[src/design/acc_pkg.sv]
// Functional notes
// - Disabled in reset or channel all ones
// - Idle after completion without new start
// - Raw value 11 bits or 9 bits
// - Round to 10 or 8 bits, place
// - Set complete flag, interrupt when enabled
// - Compare enable checks every result
// - Four clock sources, bus clock at reset
// - Bus clock halved option, total sixteen
// - Async clock runs in wait and stop
// - Divider ratios one, two, four, eight
// - Pin control forces pin analog-only
// - Disabled input buffer reads as zero
// - Bits map to channels 8-15, 16-23
// - Hardware trigger rising edge starts conversion
// - Edge during conversion is ignored
// - Continuous hardware mode: first edge only
// - Software trigger on control-one write
// - Continuous mode restarts after each transfer
// - High read blocks transfer until low read, in 10-bit mode only
// - Blocked transfer restarts, except failed compare in single mode
// - Mode field picks 10 or 8 bits
// - Control-one write aborts running conversion
// - Greater select: flag when result >= compare
package acc_pkg;
  localparam logic [7:0] ADDR_SC1   = 8'h00;
  localparam logic [7:0] ADDR_SC2   = 8'h04;
  localparam logic [7:0] ADDR_RESH  = 8'h08;
  localparam logic [7:0] ADDR_RESL  = 8'h0C;
  localparam logic [7:0] ADDR_CVH   = 8'h10;
  localparam logic [7:0] ADDR_CVL   = 8'h14;
  localparam logic [7:0] ADDR_CFG   = 8'h18;
  localparam logic [7:0] ADDR_PIN1  = 8'h1C;
  localparam logic [7:0] ADDR_PIN2  = 8'h20;
  localparam logic [7:0] ADDR_PIN3  = 8'h24;
  localparam logic [4:0] CH_OFF     = 5'h1F;
  localparam logic [1:0] MODE_8     = 2'h0;
  localparam logic [1:0] MODE_10    = 2'h2;
  localparam logic [1:0] CLK_BUS    = 2'h0;
  localparam logic [1:0] CLK_BUS2   = 2'h1;
  localparam logic [1:0] CLK_ALT    = 2'h2;
  localparam logic [1:0] CLK_ASYNC  = 2'h3;
  localparam int         SAR_BITS10 = 11;
  localparam int         SAR_BITS8  = 9;
  localparam int         SAMPLE_CK  = 3;
  localparam logic [1:0] RESP_OK    = 2'h0;
  localparam logic [1:0] RESP_ERR   = 2'h2;
  typedef enum logic [1:0] {ST_IDLE = 2'b00, ST_SAMP = 2'b01, ST_SAR = 2'b11,
                            ST_DONE = 2'b10} acc_state_type;
endpackage

[src/design/acc_top.sv]
// The address map and register access over AXI4-Lite were chosen for this implementation.
module acc_top (
  // Clock and reset
  input  wire logic        clk_sys,
  input  wire logic        rstn,
  // Conversion clock sources and system mode
  input  wire logic        alt_clk_in,
  input  wire logic        async_clk_in,
  input  wire logic        stop_mode,
  // Hardware trigger
  input  wire logic        hardware_trigger_input,
  // Comparator from the analog array
  input  wire logic        cmp_hi,
  // Port pins 8..23
  input  wire logic [15:0] port_pin_in,
  output logic      [15:0] port_read,
  output logic      [15:0] pin_analog,
  // Status outputs
  output logic             irq,
  output logic             conv_active,
  output logic      [4:0]  channel_out,
  output logic      [10:0] dac_code,
  // AXI4-Lite
  input  wire logic [7:0]  awaddr,
  input  wire logic        awvalid,
  output logic             awready,
  input  wire logic [31:0] wdata,
  input  wire logic [3:0]  wstrb,
  input  wire logic        wvalid,
  output logic             wready,
  output logic      [1:0]  bresp,
  output logic             bvalid,
  input  wire logic        bready,
  input  wire logic [7:0]  araddr,
  input  wire logic        arvalid,
  output logic             arready,
  output logic      [31:0] rdata,
  output logic      [1:0]  rresp,
  output logic             rvalid,
  input  wire logic        rready
);
  import acc_pkg::*;

  // Control registers
  logic [4:0]  channel_select_field;
  logic        completion_interrupt_enable;
  logic        continuous_conversion_enable;
  logic        hardware_trigger_enable;
  logic        compare_enable_bit;
  logic        compare_greater_select;
  logic [1:0]  input_clock_select_field;
  logic [1:0]  clock_divide_select_field;
  logic [1:0]  conv_mode;
  logic [2:0]  cfg_misc;
  logic [9:0]  cmp_val;
  logic [7:0]  analog_pin_disable_ch0_7;
  logic [7:0]  analog_pin_disable_ch8_15;
  logic [7:0]  analog_pin_disable_ch16_23;
  logic        conversion_complete_flag;
  logic [9:0]  result;
  logic        hi_read_lock;
  acc_state_type state;

  // Bus handshake state
  logic [7:0]  aw_q;
  logic [31:0] w_q;
  logic        aw_have;
  logic        w_have;
  logic        wr_go;
  logic        rd_go;
  logic        sc1_wr;
  logic        cfg_wr;

  assign wr_go  = aw_have && w_have && !bvalid;
  assign rd_go  = arvalid && arready;
  assign sc1_wr = wr_go && aw_q == ADDR_SC1 && w_q[0];
  // Any mode change invalidates a running conversion
  assign cfg_wr = wr_go && wstrb_ok(aw_q) && w_q[0];

  function automatic logic wstrb_ok(input logic [7:0] a);
    wstrb_ok = a == ADDR_SC2 || a == ADDR_CVH || a == ADDR_CVL || a == ADDR_CFG;
  endfunction

  // Write address and data taken in either order
  always_ff @(posedge clk_sys or negedge rstn)
  begin
    if (!rstn)
    begin
      aw_have <= 1'b0;
      w_have  <= 1'b0;
      aw_q    <= 8'h00;
      w_q     <= 32'h0000_0000;
      awready <= 1'b0;
      wready  <= 1'b0;
      bvalid  <= 1'b0;
      bresp   <= RESP_OK;
    end
    else
    begin
      awready <= !aw_have && !awready;
      wready  <= !w_have && !wready;
      if (awvalid && awready)
      begin
        aw_have <= 1'b1;
        aw_q    <= awaddr;
      end
      if (wvalid && wready)
      begin
        w_have <= 1'b1;
        w_q    <= {wdata[31:1], wstrb[0]};
      end
      if (wr_go)
      begin
        aw_have <= 1'b0;
        w_have  <= 1'b0;
        bvalid  <= 1'b1;
        bresp   <= (aw_q > ADDR_PIN3 || aw_q[1:0] != 2'h0) ? RESP_ERR : RESP_OK;
      end
      else if (bvalid && bready)
        bvalid <= 1'b0;
    end
  end

  // Holds byte-lane data separately since bit 0 carries the strobe
  logic [7:0] wbyte;
  always_ff @(posedge clk_sys or negedge rstn)
  begin
    if (!rstn)
      wbyte <= 8'h00;
    else if (wvalid && wready)
      wbyte <= wdata[7:0];
  end

  // Register writes
  always_ff @(posedge clk_sys or negedge rstn)
  begin
    if (!rstn)
    begin
      channel_select_field         <= CH_OFF;
      completion_interrupt_enable  <= 1'b0;
      continuous_conversion_enable <= 1'b0;
      hardware_trigger_enable      <= 1'b0;
      compare_enable_bit           <= 1'b0;
      compare_greater_select       <= 1'b0;
      input_clock_select_field     <= CLK_BUS;
      clock_divide_select_field    <= 2'h0;
      conv_mode                    <= MODE_8;
      cfg_misc                     <= 3'h0;
      cmp_val                      <= 10'h000;
      analog_pin_disable_ch0_7     <= 8'h00;
      analog_pin_disable_ch8_15    <= 8'h00;
      analog_pin_disable_ch16_23   <= 8'h00;
    end
    else if (wr_go && w_q[0])
    begin
      unique case (aw_q)
        ADDR_SC1:
        begin
          completion_interrupt_enable  <= wbyte[6];
          continuous_conversion_enable <= wbyte[5];
          channel_select_field         <= wbyte[4:0];
        end
        ADDR_SC2:
        begin
          hardware_trigger_enable <= wbyte[6];
          compare_enable_bit      <= wbyte[5];
          compare_greater_select  <= wbyte[4];
        end
        ADDR_CVH:  cmp_val[9:8] <= wbyte[1:0];
        ADDR_CVL:  cmp_val[7:0] <= wbyte;
        ADDR_CFG:
        begin
          cfg_misc                  <= {wbyte[7], wbyte[4], 1'b0};
          clock_divide_select_field <= wbyte[6:5];
          conv_mode                 <= wbyte[3:2];
          input_clock_select_field  <= wbyte[1:0];
        end
        ADDR_PIN1: analog_pin_disable_ch0_7   <= wbyte;
        ADDR_PIN2: analog_pin_disable_ch8_15  <= wbyte;
        ADDR_PIN3: analog_pin_disable_ch16_23 <= wbyte;
        default:   ;
      endcase
    end
  end

  // Pin control, channels 8..23; a disabled buffer reads zero
  logic [15:0] pin_dis;
  logic [15:0] pin_s1;
  logic [15:0] pin_s2;
  assign pin_dis = {analog_pin_disable_ch16_23, analog_pin_disable_ch8_15};
  always_ff @(posedge clk_sys or negedge rstn)
  begin
    if (!rstn)
    begin
      pin_s1     <= 16'h0000;
      pin_s2     <= 16'h0000;
      port_read  <= 16'h0000;
      pin_analog <= 16'h0000;
    end
    else
    begin
      pin_s1     <= port_pin_in;
      pin_s2     <= pin_s1;
      port_read  <= pin_s2 & ~pin_dis;
      pin_analog <= pin_dis;
    end
  end

  // Source clock sampling: slow sources pass a three-stage synchroniser
  logic [2:0] alt_sy;
  logic [2:0] asy_sy;
  logic       bus_half;
  logic       src_tick;
  logic       src_lvl;
  always_ff @(posedge clk_sys or negedge rstn)
  begin
    if (!rstn)
    begin
      alt_sy   <= 3'h0;
      asy_sy   <= 3'h0;
      bus_half <= 1'b0;
    end
    else
    begin
      alt_sy   <= {alt_sy[1:0], alt_clk_in};
      asy_sy   <= {asy_sy[1:0], async_clk_in};
      bus_half <= !bus_half;
    end
  end

  // One tick per source period
  always_comb
  begin
    unique case (input_clock_select_field)
      CLK_BUS:  src_tick = 1'b1;
      CLK_BUS2: src_tick = bus_half;
      CLK_ALT:  src_tick = alt_sy[1] && !alt_sy[2];
      default:  src_tick = asy_sy[1] && !asy_sy[2];
    endcase
    src_lvl = src_tick;
  end

  // Divider 1/2/4/8 forms the converter clock enable
  logic [2:0] div_cnt;
  logic       converter_clock_tick;
  logic [2:0] div_mask;
  assign div_mask  = 3'((4'h1 << clock_divide_select_field) - 4'h1);
  assign converter_clock_tick = src_lvl && ((div_cnt & div_mask) == div_mask);
  always_ff @(posedge clk_sys or negedge rstn)
  begin
    if (!rstn)
      div_cnt <= 3'h0;
    else if (src_tick)
      div_cnt <= 3'(div_cnt + 3'h1);
  end

  // Async source keeps converting in stop; others abort there
  logic stop_abort;
  assign stop_abort = stop_mode && input_clock_select_field != CLK_ASYNC;

  // Hardware trigger edge detect
  logic [2:0] trg_sy;
  logic       trg_rise;
  always_ff @(posedge clk_sys or negedge rstn)
  begin
    if (!rstn)
      trg_sy <= 3'h0;
    else
      trg_sy <= {trg_sy[1:0], hardware_trigger_input};
  end
  assign trg_rise = trg_sy[1] && !trg_sy[2];

  // Conversion sequencer
  logic [3:0]  bit_idx;
  logic [3:0]  samp_cnt;
  logic [10:0] sar;
  logic [10:0] raw;
  logic [9:0]  rounded;
  logic [9:0]  diff;
  logic [9:0]  cmp_ref;
  logic [10:0] bit_mask;
  logic        cmp_true;
  logic        blocked;
  logic        sw_start;
  logic        hw_start;
  logic        run_series;
  logic        is10;
  logic        done_evt;
  logic [3:0]  nbits;

  assign is10     = conv_mode == MODE_10;
  assign nbits    = is10 ? 4'(SAR_BITS10) : 4'(SAR_BITS8);
  // Trial bit is kept unless the comparator finds the input below the trial code
  assign bit_mask = 11'(11'h1 << bit_idx);
  assign raw      = cmp_hi ? sar : (sar & ~bit_mask);
  // Round half-LSB of the settled code: 11->10 and 9->8 bits, saturating at full scale
  assign rounded  = is10 ? ((sar[10:1] == 10'h3FF) ? 10'h3FF : 10'(sar[10:1] + sar[0]))
                         : ((sar[8:1] == 8'hFF) ? 10'h0FF : 10'({2'h0, sar[8:1]} + sar[0]));
  // Upper compare bits play no part in 8-bit mode
  assign cmp_ref  = is10 ? cmp_val : {2'h0, cmp_val[7:0]};
  assign diff     = 10'(rounded - cmp_ref);
  assign cmp_true = compare_greater_select ? (rounded >= cmp_ref)
                                           : (rounded < cmp_ref);
  assign blocked  = is10 && hi_read_lock;
  assign done_evt = state == ST_SAR && converter_clock_tick && bit_idx == 4'h0;
  assign sw_start = sc1_wr && !hardware_trigger_enable && wbyte[4:0] != CH_OFF;
  assign hw_start = hardware_trigger_enable && trg_rise && state == ST_IDLE
                    && !run_series && channel_select_field != CH_OFF;

  always_ff @(posedge clk_sys or negedge rstn)
  begin
    if (!rstn)
    begin
      state      <= ST_IDLE;
      bit_idx    <= 4'h0;
      samp_cnt   <= 4'h0;
      sar        <= 11'h000;
      dac_code   <= 11'h000;
      run_series <= 1'b0;
    end
    else if (sc1_wr || cfg_wr || stop_abort)
    begin
      state      <= (sc1_wr && sw_start) ? ST_SAMP : ST_IDLE;
      samp_cnt   <= 4'h0;
      sar        <= 11'h000;
      dac_code   <= 11'h000;
      run_series <= sc1_wr && sw_start && wbyte[5];
    end
    else if (channel_select_field == CH_OFF)
      state <= ST_IDLE;
    else
    begin
      unique case (state)
        ST_IDLE:
          if (hw_start)
          begin
            state      <= ST_SAMP;
            run_series <= continuous_conversion_enable;
            samp_cnt   <= 4'h0;
          end
        ST_SAMP:
          if (converter_clock_tick)
          begin
            samp_cnt <= 4'(samp_cnt + 4'h1);
            if (samp_cnt == 4'(SAMPLE_CK - 1))
            begin
              state    <= ST_SAR;
              bit_idx  <= 4'(nbits - 4'h1);
              sar      <= 11'(11'h1 << (nbits - 4'h1));
              dac_code <= 11'(11'h1 << (nbits - 4'h1));
            end
          end
        // Trial code leaves with the same edge as sar, so the comparator has settled
        ST_SAR:
          if (converter_clock_tick)
          begin
            if (bit_idx == 4'h0)
            begin
              sar      <= raw;
              dac_code <= raw;
              state    <= ST_DONE;
            end
            else
            begin
              sar      <= raw | (bit_mask >> 1);
              dac_code <= raw | (bit_mask >> 1);
              bit_idx  <= 4'(bit_idx - 4'h1);
            end
          end
        ST_DONE:
        begin
          samp_cnt <= 4'h0;
          // Blocked single compare-miss ends; other blocks restart
          if (blocked && !(compare_enable_bit && !cmp_true && !continuous_conversion_enable))
            state <= ST_SAMP;
          else if (continuous_conversion_enable)
            state <= ST_SAMP;
          else
          begin
            state      <= ST_IDLE;
            run_series <= 1'b0;
          end
        end
      endcase
    end
  end

  // Result transfer and complete flag; a new result wins over a read clear
  logic xfer;
  assign xfer = state == ST_DONE && !blocked && (!compare_enable_bit || cmp_true);
  always_ff @(posedge clk_sys or negedge rstn)
  begin
    if (!rstn)
    begin
      result                   <= 10'h000;
      conversion_complete_flag <= 1'b0;
    end
    else
    begin
      if (sc1_wr || cfg_wr)
        conversion_complete_flag <= 1'b0;
      else if (rd_go && araddr == ADDR_RESL)
        conversion_complete_flag <= 1'b0;
      if (xfer)
      begin
        result                   <= compare_enable_bit ? diff : rounded;
        conversion_complete_flag <= 1'b1;
      end
    end
  end

  // Read-lock between high and low result reads
  always_ff @(posedge clk_sys or negedge rstn)
  begin
    if (!rstn)
      hi_read_lock <= 1'b0;
    else if (rd_go && araddr == ADDR_RESH)
      hi_read_lock <= 1'b1;
    else if (rd_go && araddr == ADDR_RESL)
      hi_read_lock <= 1'b0;
  end

  // Read channel
  function automatic logic [7:0] rd_mux(input logic [7:0] a);
    unique case (a)
      ADDR_SC1:  rd_mux = {conversion_complete_flag, completion_interrupt_enable,
                           continuous_conversion_enable, channel_select_field};
      ADDR_SC2:  rd_mux = {state != ST_IDLE, hardware_trigger_enable,
                           compare_enable_bit, compare_greater_select, 4'h0};
      ADDR_RESH: rd_mux = is10 ? {6'h00, result[9:8]} : 8'h00;
      ADDR_RESL: rd_mux = result[7:0];
      ADDR_CVH:  rd_mux = {6'h00, cmp_val[9:8]};
      ADDR_CVL:  rd_mux = cmp_val[7:0];
      ADDR_CFG:  rd_mux = {cfg_misc[2], clock_divide_select_field, cfg_misc[1],
                           conv_mode, input_clock_select_field};
      ADDR_PIN1: rd_mux = analog_pin_disable_ch0_7;
      ADDR_PIN2: rd_mux = analog_pin_disable_ch8_15;
      ADDR_PIN3: rd_mux = analog_pin_disable_ch16_23;
      default:   rd_mux = 8'h00;
    endcase
  endfunction

  always_ff @(posedge clk_sys or negedge rstn)
  begin
    if (!rstn)
    begin
      arready <= 1'b0;
      rvalid  <= 1'b0;
      rdata   <= 32'h0000_0000;
      rresp   <= RESP_OK;
    end
    else
    begin
      arready <= !rvalid && !arready;
      if (rd_go)
      begin
        rvalid <= 1'b1;
        rdata  <= {24'h00_0000, rd_mux(araddr)};
        rresp  <= (araddr > ADDR_PIN3 || araddr[1:0] != 2'h0) ? RESP_ERR : RESP_OK;
      end
      else if (rvalid && rready)
        rvalid <= 1'b0;
    end
  end

  // Registered status outputs
  always_ff @(posedge clk_sys or negedge rstn)
  begin
    if (!rstn)
    begin
      irq         <= 1'b0;
      conv_active <= 1'b0;
      channel_out <= CH_OFF;
    end
    else
    begin
      irq         <= conversion_complete_flag && completion_interrupt_enable;
      conv_active <= state != ST_IDLE;
      channel_out <= channel_select_field;
    end
  end

  // Checks
  completion_flag_a: assert property (@(posedge clk_sys) disable iff (!rstn)
    xfer |=> conversion_complete_flag) else $error("flag not set on transfer");
  irq_follow_a: assert property (@(posedge clk_sys) disable iff (!rstn)
    (conversion_complete_flag && completion_interrupt_enable) |=> irq)
    else $error("irq missing");
  off_idle_a: assert property (@(posedge clk_sys) disable iff (!rstn)
    (channel_select_field == CH_OFF && !sc1_wr) |=> state == ST_IDLE)
    else $error("not disabled");
  block_hold_a: assert property (@(posedge clk_sys) disable iff (!rstn)
    (state == ST_DONE && blocked) |=> $stable(result)) else $error("blocked write");
  port_zero_a: assert property (@(posedge clk_sys) disable iff (!rstn)
    ##1 (port_read & $past(pin_dis)) == 16'h0000) else $error("disabled pin read");
  hw_ignore_a: assert property (@(posedge clk_sys) disable iff (!rstn)
    (state == ST_SAR && !sc1_wr && !cfg_wr && !stop_abort && !done_evt
     && channel_select_field != CH_OFF) |=> state == ST_SAR)
    else $error("edge restarted");
  sw_start_a: assert property (@(posedge clk_sys) disable iff (!rstn)
    sw_start |=> state == ST_SAMP) else $error("no sw start");
  cont_restart_a: assert property (@(posedge clk_sys) disable iff (!rstn)
    (state == ST_DONE && continuous_conversion_enable && !sc1_wr && !cfg_wr && !stop_abort
     && channel_select_field != CH_OFF) |=> state == ST_SAMP)
    else $error("no restart");
  conv_cov: cover property (@(posedge clk_sys) disable iff (!rstn) xfer);
  block_cov: cover property (@(posedge clk_sys) disable iff (!rstn) state == ST_DONE && blocked);
  hw_cov: cover property (@(posedge clk_sys) disable iff (!rstn) hw_start);
endmodule

[config.mk]
export PLATFORM = sky130hd
export DESIGN_NAME = acc_top
export DESIGN_NICKNAME = d
export VERILOG_FILES = /design/src/design/acc_pkg.sv /design/src/design/acc_top.sv
export SDC_FILE = /design/constraint.sdc
export NUM_CORES = 1
export LEC_CHECK = 0
export ABC_CLOCK_PERIOD_IN_PS = 9800
export BUFFER_PORTS_ARGS = -buffer_cell sky130_fd_sc_hd__buf_2
export CAP_MARGIN = 15
export CORE_MARGIN = 5
export CORE_UTILIZATION = 60
export DETAILED_ROUTE_END_ITERATION = 10
export HOLD_SLACK_MARGIN = 0.06
export MAX_ROUTING_LAYER = met4
export PLACE_DENSITY = 0.85
export RECOVER_POWER = 50
export SLEW_MARGIN = 10
export SYNTH_ARGS = -nofsm -noshare
export SYNTH_HDL_FRONTEND = slang
export SYNTH_SLANG_ARGS = --single-unit
[constraint.sdc]
create_clock -name clk_sys -period 9.8 [get_ports clk_sys]
set_input_delay 1.96 -clock clk_sys [delete_from_list [all_inputs] [get_ports clk_sys]]
set_output_delay 1.96 -clock clk_sys [all_outputs]
set_load 0.01 [all_outputs]
==> results of run 1 <==
per-stage QoR:
step	hold WS [ps]	cells	area [sq um]
after CTS	344	1097	10500
after detailed placement	335	1060	9730
final	341	1097	10400
after floorplan	331	799	9160
after global placement	332	1060	9730
after global routing	357	1097	10400
layout make-up:
class                      count  area share, %
sequential                   204           49.0
multi-input combinational    526           35.0
timing repair buffer         120           5.91
clock buffer                  26           5.50
tap                          188           2.25
clock inverter                11           1.57
inverter                      22          0.791
sequential cells by signal (all words and copies together) (netlist names), 10 cells and up:
signal	count
cmp_val	10
pin_analog	16
pin_s1	16
pin_s2	16
port_read	16
result	10
sar	11
worst paths after layout:
| check | to | slack (ps) |
|---|---|---|
| setup / recovery | result[1]$_DFFE_PN0P_ | 5690 |
| hold / removal | pin_s2[0]$_DFF_PN0_ | 340 |
| setup reg to reg | result[1]$_DFFE_PN0P_ | 5690 |
| hold reg to reg | pin_s2[0]$_DFF_PN0_ | 340 |
| max in group asynchronous | rdata[0]$_DFFE_PN0P_ | 6660 |
| min in group asynchronous | pin_s2[15]$_DFF_PN0_ | 1570 |
Yosys cell counts, drive strengths merged, types with 4 or more instances:
cell | n | share of area (%)
dfrtp | 194 | 54
and2 | 6 | 0.41
ha | 20 | 2.8
nand2 | 58 | 2.4
nand2b | 15 | 1.0
inv | 22 | 0.91
and3 | 6 | 0.41
a221oi | 7 | 0.68
buf | 32 | 2.5
a31oi | 8 | 0.62
o21ai | 47 | 2.6
clkbuf | 15 | 0.62
o31ai | 5 | 0.41
nand4 | 5 | 0.34
nor4 | 5 | 0.75
a22oi | 4 | 0.33
xnor2 | 6 | 0.58
dfstp | 10 | 2.9
nor2b | 26 | 1.8
nor2 | 31 | 1.3
mux2 | 82 | 10
or3 | 4 | 0.28
xor2 | 6 | 0.58
mux2i | 12 | 1.3
a21oi | 50 | 2.8
nor3 | 15 | 0.88
a222oi | 4 | 0.44
nand3 | 31 | 1.8
logic make-up (layout without fill, tap and decap cells):
logic type	after synthesis	count (layout)	synth area share, %
compound gates	155	155	10.9
flops	204	204	56.4
simple gates	218	218	13.0
other cells	1	26	0.0414
mux	94	94	11.5
fa+ha+maj	21	21	2.98
buf+inv	69	179	4.04
xor+xnor	12	12	1.16
worst max-delay path, delay by kind of cell (launching register included):
family                   cells  cell delay (ps)
adder cells (fa/ha/maj)      1              410
AND/OR/NAND/NOR              2              890
buffers and inverters        1              250
AO/OA/AOI/OAI                6             1510
flip-flops                   1              410
multiplexers                 2              520
where the power goes:
group	total [uW]	switching [uW]	internal [uW]
sequential	1070	126	943
combinational	293	160	132
clock	845	323	522
metal layers:
| layer | share of wire [%] | track usage [%] |
|---|---|---|
| met3 | 7.2 | 5.21 |
| met2 | 48 | 39.1 |
| met5 | 0 | - |
| met4 | 2.9 | 8.49 |
| met1 | 42 | 34.2 |
==> qor.txt, run 1 <==
Status: completed
Power Density: 211 nW/um^2
Syn Area/Cell: 11.7 sq um
Synth cell types: 69
Num CTS Buffers: 21
Share of layout cells above drive strength 1: 27.4%
CTS tree: built
# diodes: 0
Fillers: 1,089
Final Power: 2210 uW
Post-synthesis async set-or-reset flop share: 100%
Post-route setup slack: 5690 ps
RSZ-0062 raised after global routing: no
Pre-CTS WS: 5640 ps
Worst slew pin tran: 1180 ps
Via/cell ratio: 5.94
Delay of the slowest critical-path stage: 640 ps
Die Wd: 133 um
Hold_sp: pin_s1[0]$_DFF_PN0_
WP data arrival: 4480 ps
Sink Count: 204
Setup Fix Bufs, Post-CTS: 0
Crit Path Category: reg -> reg
Final WL: 21,700 um
First-pass GRT wire length: 34,900 um
DR iter-0 viols: 561
CP max-delay cell: nor2b_1
Hold Path Depth: 0
Tot GR Track Use: 25.5%
GR Overflow Total: 0
Mapped cell area: 9070 sq um
Hold Path Class: reg -> reg
Num ports: 171
HPWL Detailed: 14,700 um
Sequential Area: 5120 sq um
Syn Inst Count: 774
Final hold violation count: 0
Via count: 6,516
Clock-pin slew on the worst setup and hold paths: 70 ps
CTS root buf: clkbuf_16
R2r startpoint: conv_mode[0]$_DFFE_PN0P_
Placement row count: 45
Yosys warns: 0
Clk buf depth: 3
Area delta synth->final: 15.2%
Startpoint types: flop
Number of global-route vias before repair: 6,595
Post-synth EDFFs: 0
PortBufs: 117
Sequential area share after synthesis: 56.4%
Critical path fanouts, max: 13
Setup-failing EPs final: 0
Commonest non-fill, non-tap cells in the layout: dfrtp_1 (194), buf_2 (116), mux2_2 (76)
Worst ir drop on vdd: 0.000171 V
Area of the multi-input gates: 3650 sq um
Pin count of the biggest net entering global routing: 121
Final RePlAce weighted congestion: 0.932
Clock Skew: 17.3 ps
Fin util: 69.5%
Resize count post-CTS: 0
Commonest non-fill, non-tap cell in the layout: dfrtp_1
F_max: 0.243 GHz
Relative slew slack: 20.7%
Critical Path Start: conv_mode[0]$_DFFE_PN0P_
DRC: 0
Initial antenna violation count: 0
Crit end category: flop
Fin crit share: 41.9%
Cts hold-fix bufs: 0
Crit path cell chain: nor2b_1 > a211o_1 > o21ai_0 > ha_1 > o211ai_1 > a21oi_1 > a211oi_1 > o21ai_2 > mux2i_1 > nor4b_2 > buf_4 > mux2_2
Worst reg2reg path depth: 12
Die ar.: 17,700 sq um
Routed length per instance: 19.8 um
CP required: 10,170 ps
Setup TNS after final layout: 0 ps
Max-Cap Viols: 0
Skew-Pair Late Insertion Delay: 500 ps
Min Clock Period, post-route: 4110 ps
Core region area: 15,000 sq um
Starting density of the core: 60.3%
Chip height: 133 um
Antenna Violating Nets Remaining: 0
Prevailing post-synth register cell: dfrtp_1
Final slew viol count: 0
H-tree depth: 1
Synth Register Bits: 204
LEAKAGE: 0.00500 uW
DRT Pass-1 Iters: 7
Final net count: 996
(Power assumes the default switching activity.)
==> run 2, diff against run 1 <==
--- a/config.mk
+++ b/config.mk
@@ -5,15 +5,15 @@
 export SDC_FILE = /design/constraint.sdc
 export NUM_CORES = 1
 export LEC_CHECK = 0
-export ABC_CLOCK_PERIOD_IN_PS = 9800
+export ABC_CLOCK_PERIOD_IN_PS = 3500
 export BUFFER_PORTS_ARGS = -buffer_cell sky130_fd_sc_hd__buf_2
 export CAP_MARGIN = 15
 export CORE_MARGIN = 5
-export CORE_UTILIZATION = 60
+export CORE_UTILIZATION = 50
 export DETAILED_ROUTE_END_ITERATION = 10
 export HOLD_SLACK_MARGIN = 0.06
 export MAX_ROUTING_LAYER = met4
-export PLACE_DENSITY = 0.85
+export PLACE_DENSITY = 0.76
 export RECOVER_POWER = 50
 export SLEW_MARGIN = 10
 export SYNTH_ARGS = -nofsm -noshare
==> constraint.sdc (replaced) <==
create_clock -name clk_sys -period 3.5 [get_ports clk_sys]
set_input_delay 0.7 -clock clk_sys [delete_from_list [all_inputs] [get_ports clk_sys]]
set_output_delay 0.7 -clock clk_sys [all_outputs]
set_load 0.01 [all_outputs]
==> run 2 against run 1 <==
  * The flow now finishes with violations (max-capacitance violations, max-slew violations)
  * Clock power rose to 3.1 times the previous value
  * Sequential share of layout area decreased by 2.3 points
  * Worst setup slack lost 5600 ps
  * Critical path depth is 2 higher
  * Via count up 1.5%
  * Sequential cell count stayed put
  * Clock skew decreased by 0.87 ps
  * Cell count up 6.9%
  * First-iteration DRC count fell by 22%
  * Global-route usage decreased by 3.7 points
  * Non-clock buffer count up 31
  * Critical path type unchanged
  * Critical endpoint is now result[9]$_DFFE_PN0P_
  * Largest cell class unchanged
  * Largest power group unchanged
==> qor.txt, run 2 (same netlist as run 1, synthesis figures left out) <==
Num CTS Buffers: 22
Antenna Violating Nets Remaining: 0
Fillers: 1,406
Placement Cell Area: 9990 sq um
H-tree depth: 1
Num ports: 171
Final hold violation count: 0
Min Clock Period, post-route: 3370 ps
Core region area: 17,900 sq um
Clk buf depth: 3
Hold Path Depth: 1
Chip height: 145 um
Status: complete, but fails checks
Pin count of the biggest net entering global routing: 96
Combinational share of power: 13.5%
Clock Skew: 16.4 ps
Hold Path Class: in -> reg
Clock network power share: 40.3%
Number of global-route vias before repair: 6,604
DRT Pass-1 Iters: 5
Commonest non-fill, non-tap cell in the layout: dfrtp_1
Crit Path Category: reg -> reg
Reg2reg setup slack: 130 ps
Relative slew slack: -55.6%
Clock-pin slew on the worst setup and hold paths: 60 ps
Failing checks: max-capacitance violations, max-slew violations
R2r startpoint: sar[1]$_DFFE_PN0P_
Crit end category: flop
Fin crit share: 96.1%
Area delta synth->final: 20.9%
Commonest non-fill, non-tap cells in the layout: dfrtp_1 (193), buf_2 (116), mux2_2 (81)
Initial antenna violation count: 1
First-pass GRT wire length: 34,900 um
DR iter-0 viols: 438
Final RePlAce weighted congestion: 0.907
HPWL Detailed: 15,400 um
Hold_sp: port_pin_in[2]
Placement row count: 49
PortBufs: 117
Final WL: 21,900 um
Routed length per instance: 18.7 um
Sequential Power Share: 46.1%
DRC: 0
Switch share: 27.4%
Final std cells w/o fill: 1,173
F_max: 0.297 GHz
Critical Path Start: sar[1]$_DFFE_PN0P_
Skew-Pair Late Insertion Delay: 520 ps
Die ar.: 20,900 sq um
GR Overflow Total: 0
Startpoint types: flop
WP data arrival: 3760 ps
CTS tree: built
Power Density: 592 nW/um^2
Pre-CTS WS: -47.9 ps
CTS root buf: clkbuf_16
Die Wd: 145 um
Via/cell ratio: 5.64
WHS: 286 ps
Reg-to-reg critical path endpoint: result[9]$_DFFE_PN0P_
Placed Cells: 1,126
Starting density of the core: 50.6%
LEAKAGE: 0.00521 uW
Worst setup path end: result[9]$_DFFE_PN0P_
Critical path fanouts, max: 5
Fin util: 61.2%
CP required: 3890 ps
Worst ir drop on vdd: 0.000657 V
Psw: 1780 uW
Post-route setup slack: 135 ps
Final slew viol count: 95
Cts hold-fix bufs: 0
Setup-failing EPs final: 0
Max-Cap Viols: 1
Cell Int Power: 4710 uW
Design area: 11,000 sq um
Share of layout cells above drive strength 1: 32.4%
Worst reg2reg path depth: 14
Sink Count: 204
Via count: 6,616
Worst slew pin tran: 2330 ps
Tot GR Track Use: 21.8%
Final net count: 1,028
==> run 2: cell count changes in the layout (fill, tap and decap cells not counted), moves of 2 or more <==
cell      previous run  this run
buf_4                3        31
a21oi_1             50        48
o21ai_1              0         3
mux2_2              76        81
mux2_1               6         1
a211oi_2             0         2
a211oi_1             3         1
ha_2                 0         2
a21oi_2              0         2
o21ai_0             46        43
clkbuf_8             4         6
ha_1                20        17
==> run 2: what timing repair did <==
action                     4_1_cts  5_1_grt
setup endpoints to repair        9       12
cloned                           0        1
pin swaps                        0       11
setup buffers                    0        5
resized for setup                1       27
==> run 2: routing by layer <==
metal  part of all wire [%]  GRT usage [%]  up-vias
met5                      0              -        -
met4                    2.6           5.55        0
met3                    6.5           3.55       42
met2                     48           34.9      255
met1                     43           29.3     3289
li1                       -              -     3030
==> run 2: per-stage QoR <==
stage / power [uW] / TNS, ps
5_1_grt: 6780 / -71.2
4_1_cts: 6520 / 0
3_3_place_gp: 3830 / 0
2_1_floorplan: 3490 / 0
6_report: 6490 / 0
3_5_place_dp: 3870 / -377
==> run 2: power by group through the flow <==
stage / logic, uW / clock network, uW / registers [uW]
after detailed placement: 853 / 0 / 3020
final: 878 / 2620 / 2990
after global routing: 981 / 2770 / 3030
after global placement: 826 / 0 / 3010
after floorplan: 571 / 0 / 2910
after CTS: 867 / 2660 / 2990
==> run 2: worst min-delay path by stage <==
stage                                      to  slack (ps)
after global routing      pin_s1[2]$_DFF_PN0_         260
after global placement    pin_s2[0]$_DFF_PN0_         330
after floorplan           alt_sy[1]$_DFF_PN0_         330
after detailed placement  pin_s2[1]$_DFF_PN0_         340
after CTS                 pin_s1[2]$_DFF_PN0_         270
final                     pin_s1[2]$_DFF_PN0_         290
==> run 2: cell type report <==
| cell class | count | area [sq um] | share of cell area, % |
|---|---|---|---|
| multi-input cells | 526 | 3770 | 34.4 |
| clock inverters | 10 | 203 | 1.85 |
| inverters | 22 | 82.6 | 0.754 |
| repair buffers | 151 | 853 | 7.79 |
| flip-flops and latches | 204 | 5120 | 46.7 |
| clock buffers | 30 | 641 | 5.85 |
| diodes | 1 | 2.50 | 0.0228 |
| well taps | 229 | 287 | 2.61 |
==> run 2: critical path, stage by stage (launching register included) <==
cell and delay (ps):
dfrtp_1 400, ha_2 240, and4_4 270, nand4_1 130, xor2_1 160, nand2_1 110
ha_2 310, a21oi_1 180, o21bai_1 130, a21oi_2 210, o21ai_4 100, mux2i_2 180
nor4b_4 300, buf_4 210, mux2_2 330
==> run 3, diff against run 2 <==
--- a/config.mk
+++ b/config.mk
@@ -14,7 +14,7 @@
 export HOLD_SLACK_MARGIN = 0.06
 export MAX_ROUTING_LAYER = met4
 export PLACE_DENSITY = 0.76
-export RECOVER_POWER = 50
+export RECOVER_POWER = 100
 export SLEW_MARGIN = 10
 export SYNTH_ARGS = -nofsm -noshare
 export SYNTH_HDL_FRONTEND = slang
==> run 3 against run 2 <==
  * Total power shrank 0.58%
  * Die area is the same
  * Via count grew 0.33%
  * Sequential power is essentially flat
  * Routed wire length grew 0.49%
  * Design area shrank 1.5%
  * Largest power group unchanged
  * Critical path type unchanged
  * Highest routed layer unchanged
  * Critical endpoint unchanged
  * The flow still finishes with violations (max-capacitance violations, max-slew violations)
  * Sequential cell count is the same
  * Register-to-register slack lost 20 ps
==> qor.txt, run 3 (same netlist as run 1, synthesis figures left out) <==
Status: complete, but fails checks
Failing checks: max-capacitance violations, max-slew violations
F_max: 0.295 GHz
Reg2reg setup slack: 110 ps
Fin crit share: 96.8%
Skew-Pair Late Insertion Delay: 520 ps
Pin count of the biggest net entering global routing: 96
Starting density of the core: 50.6%
DRC: 0
DRT Pass-1 Iters: 6
Clock Skew: 15.4 ps
Clk buf depth: 3
Setup-failing EPs final: 0
Cts hold-fix bufs: 0
Commonest non-fill, non-tap cells in the layout: dfrtp_1 (193), mux2_2 (78), clkbuf_1 (68)
Via/cell ratio: 5.66
HPWL Detailed: 15,400 um
Num CTS Buffers: 22
Routed length per instance: 18.8 um
Placed Cells: 1,126
R2r startpoint: sar[1]$_DFFE_PN0P_
Die ar.: 20,900 sq um
PortBufs: 117
Max-Cap Viols: 1
Hold Path Class: in -> reg
Num ports: 171
GR Overflow Total: 0
Final hold violation count: 0
Final RePlAce weighted congestion: 0.907
Initial antenna violation count: 1
Clock-pin slew on the worst setup and hold paths: 60 ps
Setup TNS after final layout: 0 ps
Area delta synth->final: 19.1%
Critical path fanouts, max: 5
Chip height: 145 um
Hold_sp: port_pin_in[2]
Core region area: 17,900 sq um
Commonest non-fill, non-tap cell in the layout: dfrtp_1
Via count: 6,638
Final Power: 6450 uW
CTS root buf: clkbuf_16
WP data arrival: 3790 ps
Fillers: 1,460
Startpoint types: flop
Power Density: 597 nW/um^2
Placement row count: 49
DR iter-0 viols: 381
Crit end category: flop
Crit path cell chain: ha_2 > and4_4 > nand4_1 > xor2_1 > nand2_1 > ha_2 > a21oi_1 > o21bai_1 > a21oi_2 > o21ai_4 > mux2i_2 > nor4b_4 > buf_4 > mux2_2
CTS tree: built
LEAKAGE: 0.00495 uW
Crit Path Category: reg -> reg
First-pass GRT wire length: 34,900 um
Relative slew slack: -56.5%
Critical Path Start: sar[1]$_DFFE_PN0P_
Antenna Violating Nets Remaining: 0
Min Clock Period, post-route: 3390 ps
Die Wd: 145 um
Number of global-route vias before repair: 6,604
H-tree depth: 1
Final std cells w/o fill: 1,173
Final slew viol count: 95
CP required: 3900 ps
Worst ir drop on vdd: 0.000660 V
Final WL: 22,000 um
Tot GR Track Use: 21.8%
Worst slew pin tran: 2350 ps
CP max-delay cell: dfrtp_1
Final net count: 1,028
Share of layout cells above drive strength 1: 24.7%
Sink Count: 204
Delay of the slowest critical-path stage: 400 ps
Most frequent CP cell: ha_2
## run 3: changes by cell type in the layout (fill, tap and decap cells not counted), moves of 2 or more
cell | before | now
buf_4 | 31 | 23
buf_2 | 116 | 57
clkbuf_2 | 1 | 3
mux2_1 | 1 | 4
mux2_2 | 81 | 78
clkbuf_1 | 3 | 68
## run 3: cell type report
type                    count  area (sq um)  share of cell area (%)
flip-flops and latches    204          5120                    47.4
multi-input cells         526          3710                    34.4
repair buffers            151           752                    6.96
clock buffers              30           641                    5.93
well taps                 229           287                    2.65
clock inverters            10           203                    1.88
inverters                  22          82.6                   0.765
diodes                      1          2.50                  0.0232
## run 3: worst paths after layout
check / end / cells after the start
min in group asynchronous: pin_s2[15]$_DFF_PN0_ / 1
max in group asynchronous: sar[2]$_DFFE_PN0P_ / 2
hold / removal: pin_s1[2]$_DFF_PN0_ / 1
setup / recovery: result[9]$_DFFE_PN0P_ / 14
hold reg to reg: pin_s2[4]$_DFF_PN0_ / 0
setup reg to reg: result[9]$_DFFE_PN0P_ / 14
## run 3: where the power goes
group          total (uW)  internal [uW]  switching, uW  leakage [uW]
clock                2620           1660            958      0.000411
combinational         846            385            461       0.00194
sequential           2980           2640            343       0.00260
total                6450           4690           1760       0.00495
## run 3: worst max-delay path: cells and delay by family (launching register included)
family | cells | cell delay [ps]
AO/OA/AOI/OAI | 4 | 620
XOR/XNOR | 1 | 170
adder cells (fa/ha/maj) | 2 | 550
buffers and inverters | 1 | 210
flip-flops | 1 | 400
multiplexers | 2 | 510
AND/OR/NAND/NOR | 4 | 810
## run 3: through the flow
step | cell area, sq um | hold slack (ps) | utilization, % | worst slack (ps)
after CTS | 10800 | 267 | 60.5 | 15.2
after global placement | 9990 | 332 | 55.8 | 88.7
after detailed placement | 9990 | 336 | 55.8 | -47.9
final | 10800 | 284 | 60.3 | 112
after floorplan | 9160 | 331 | - | 186
after global routing | 10800 | 264 | 60.3 | -43.8
## run 3: repair_timing
item	in CTS	in global routing
cloned	0	1
endpoints found under the setup margin	9	12
buffers inserted	0	5
hold endpoints to repair	0	0
pin swaps	0	11
resized for setup	1	27
## run 3: routing by layer
layer  up-vias  GRT usage, %  wire length [um]
met5         -             -                 0
met4         0          5.55               601
met3        47          3.55              1520
met2       270          34.9             10600
met1      3297          29.3              9340
li1       3024             -                 -
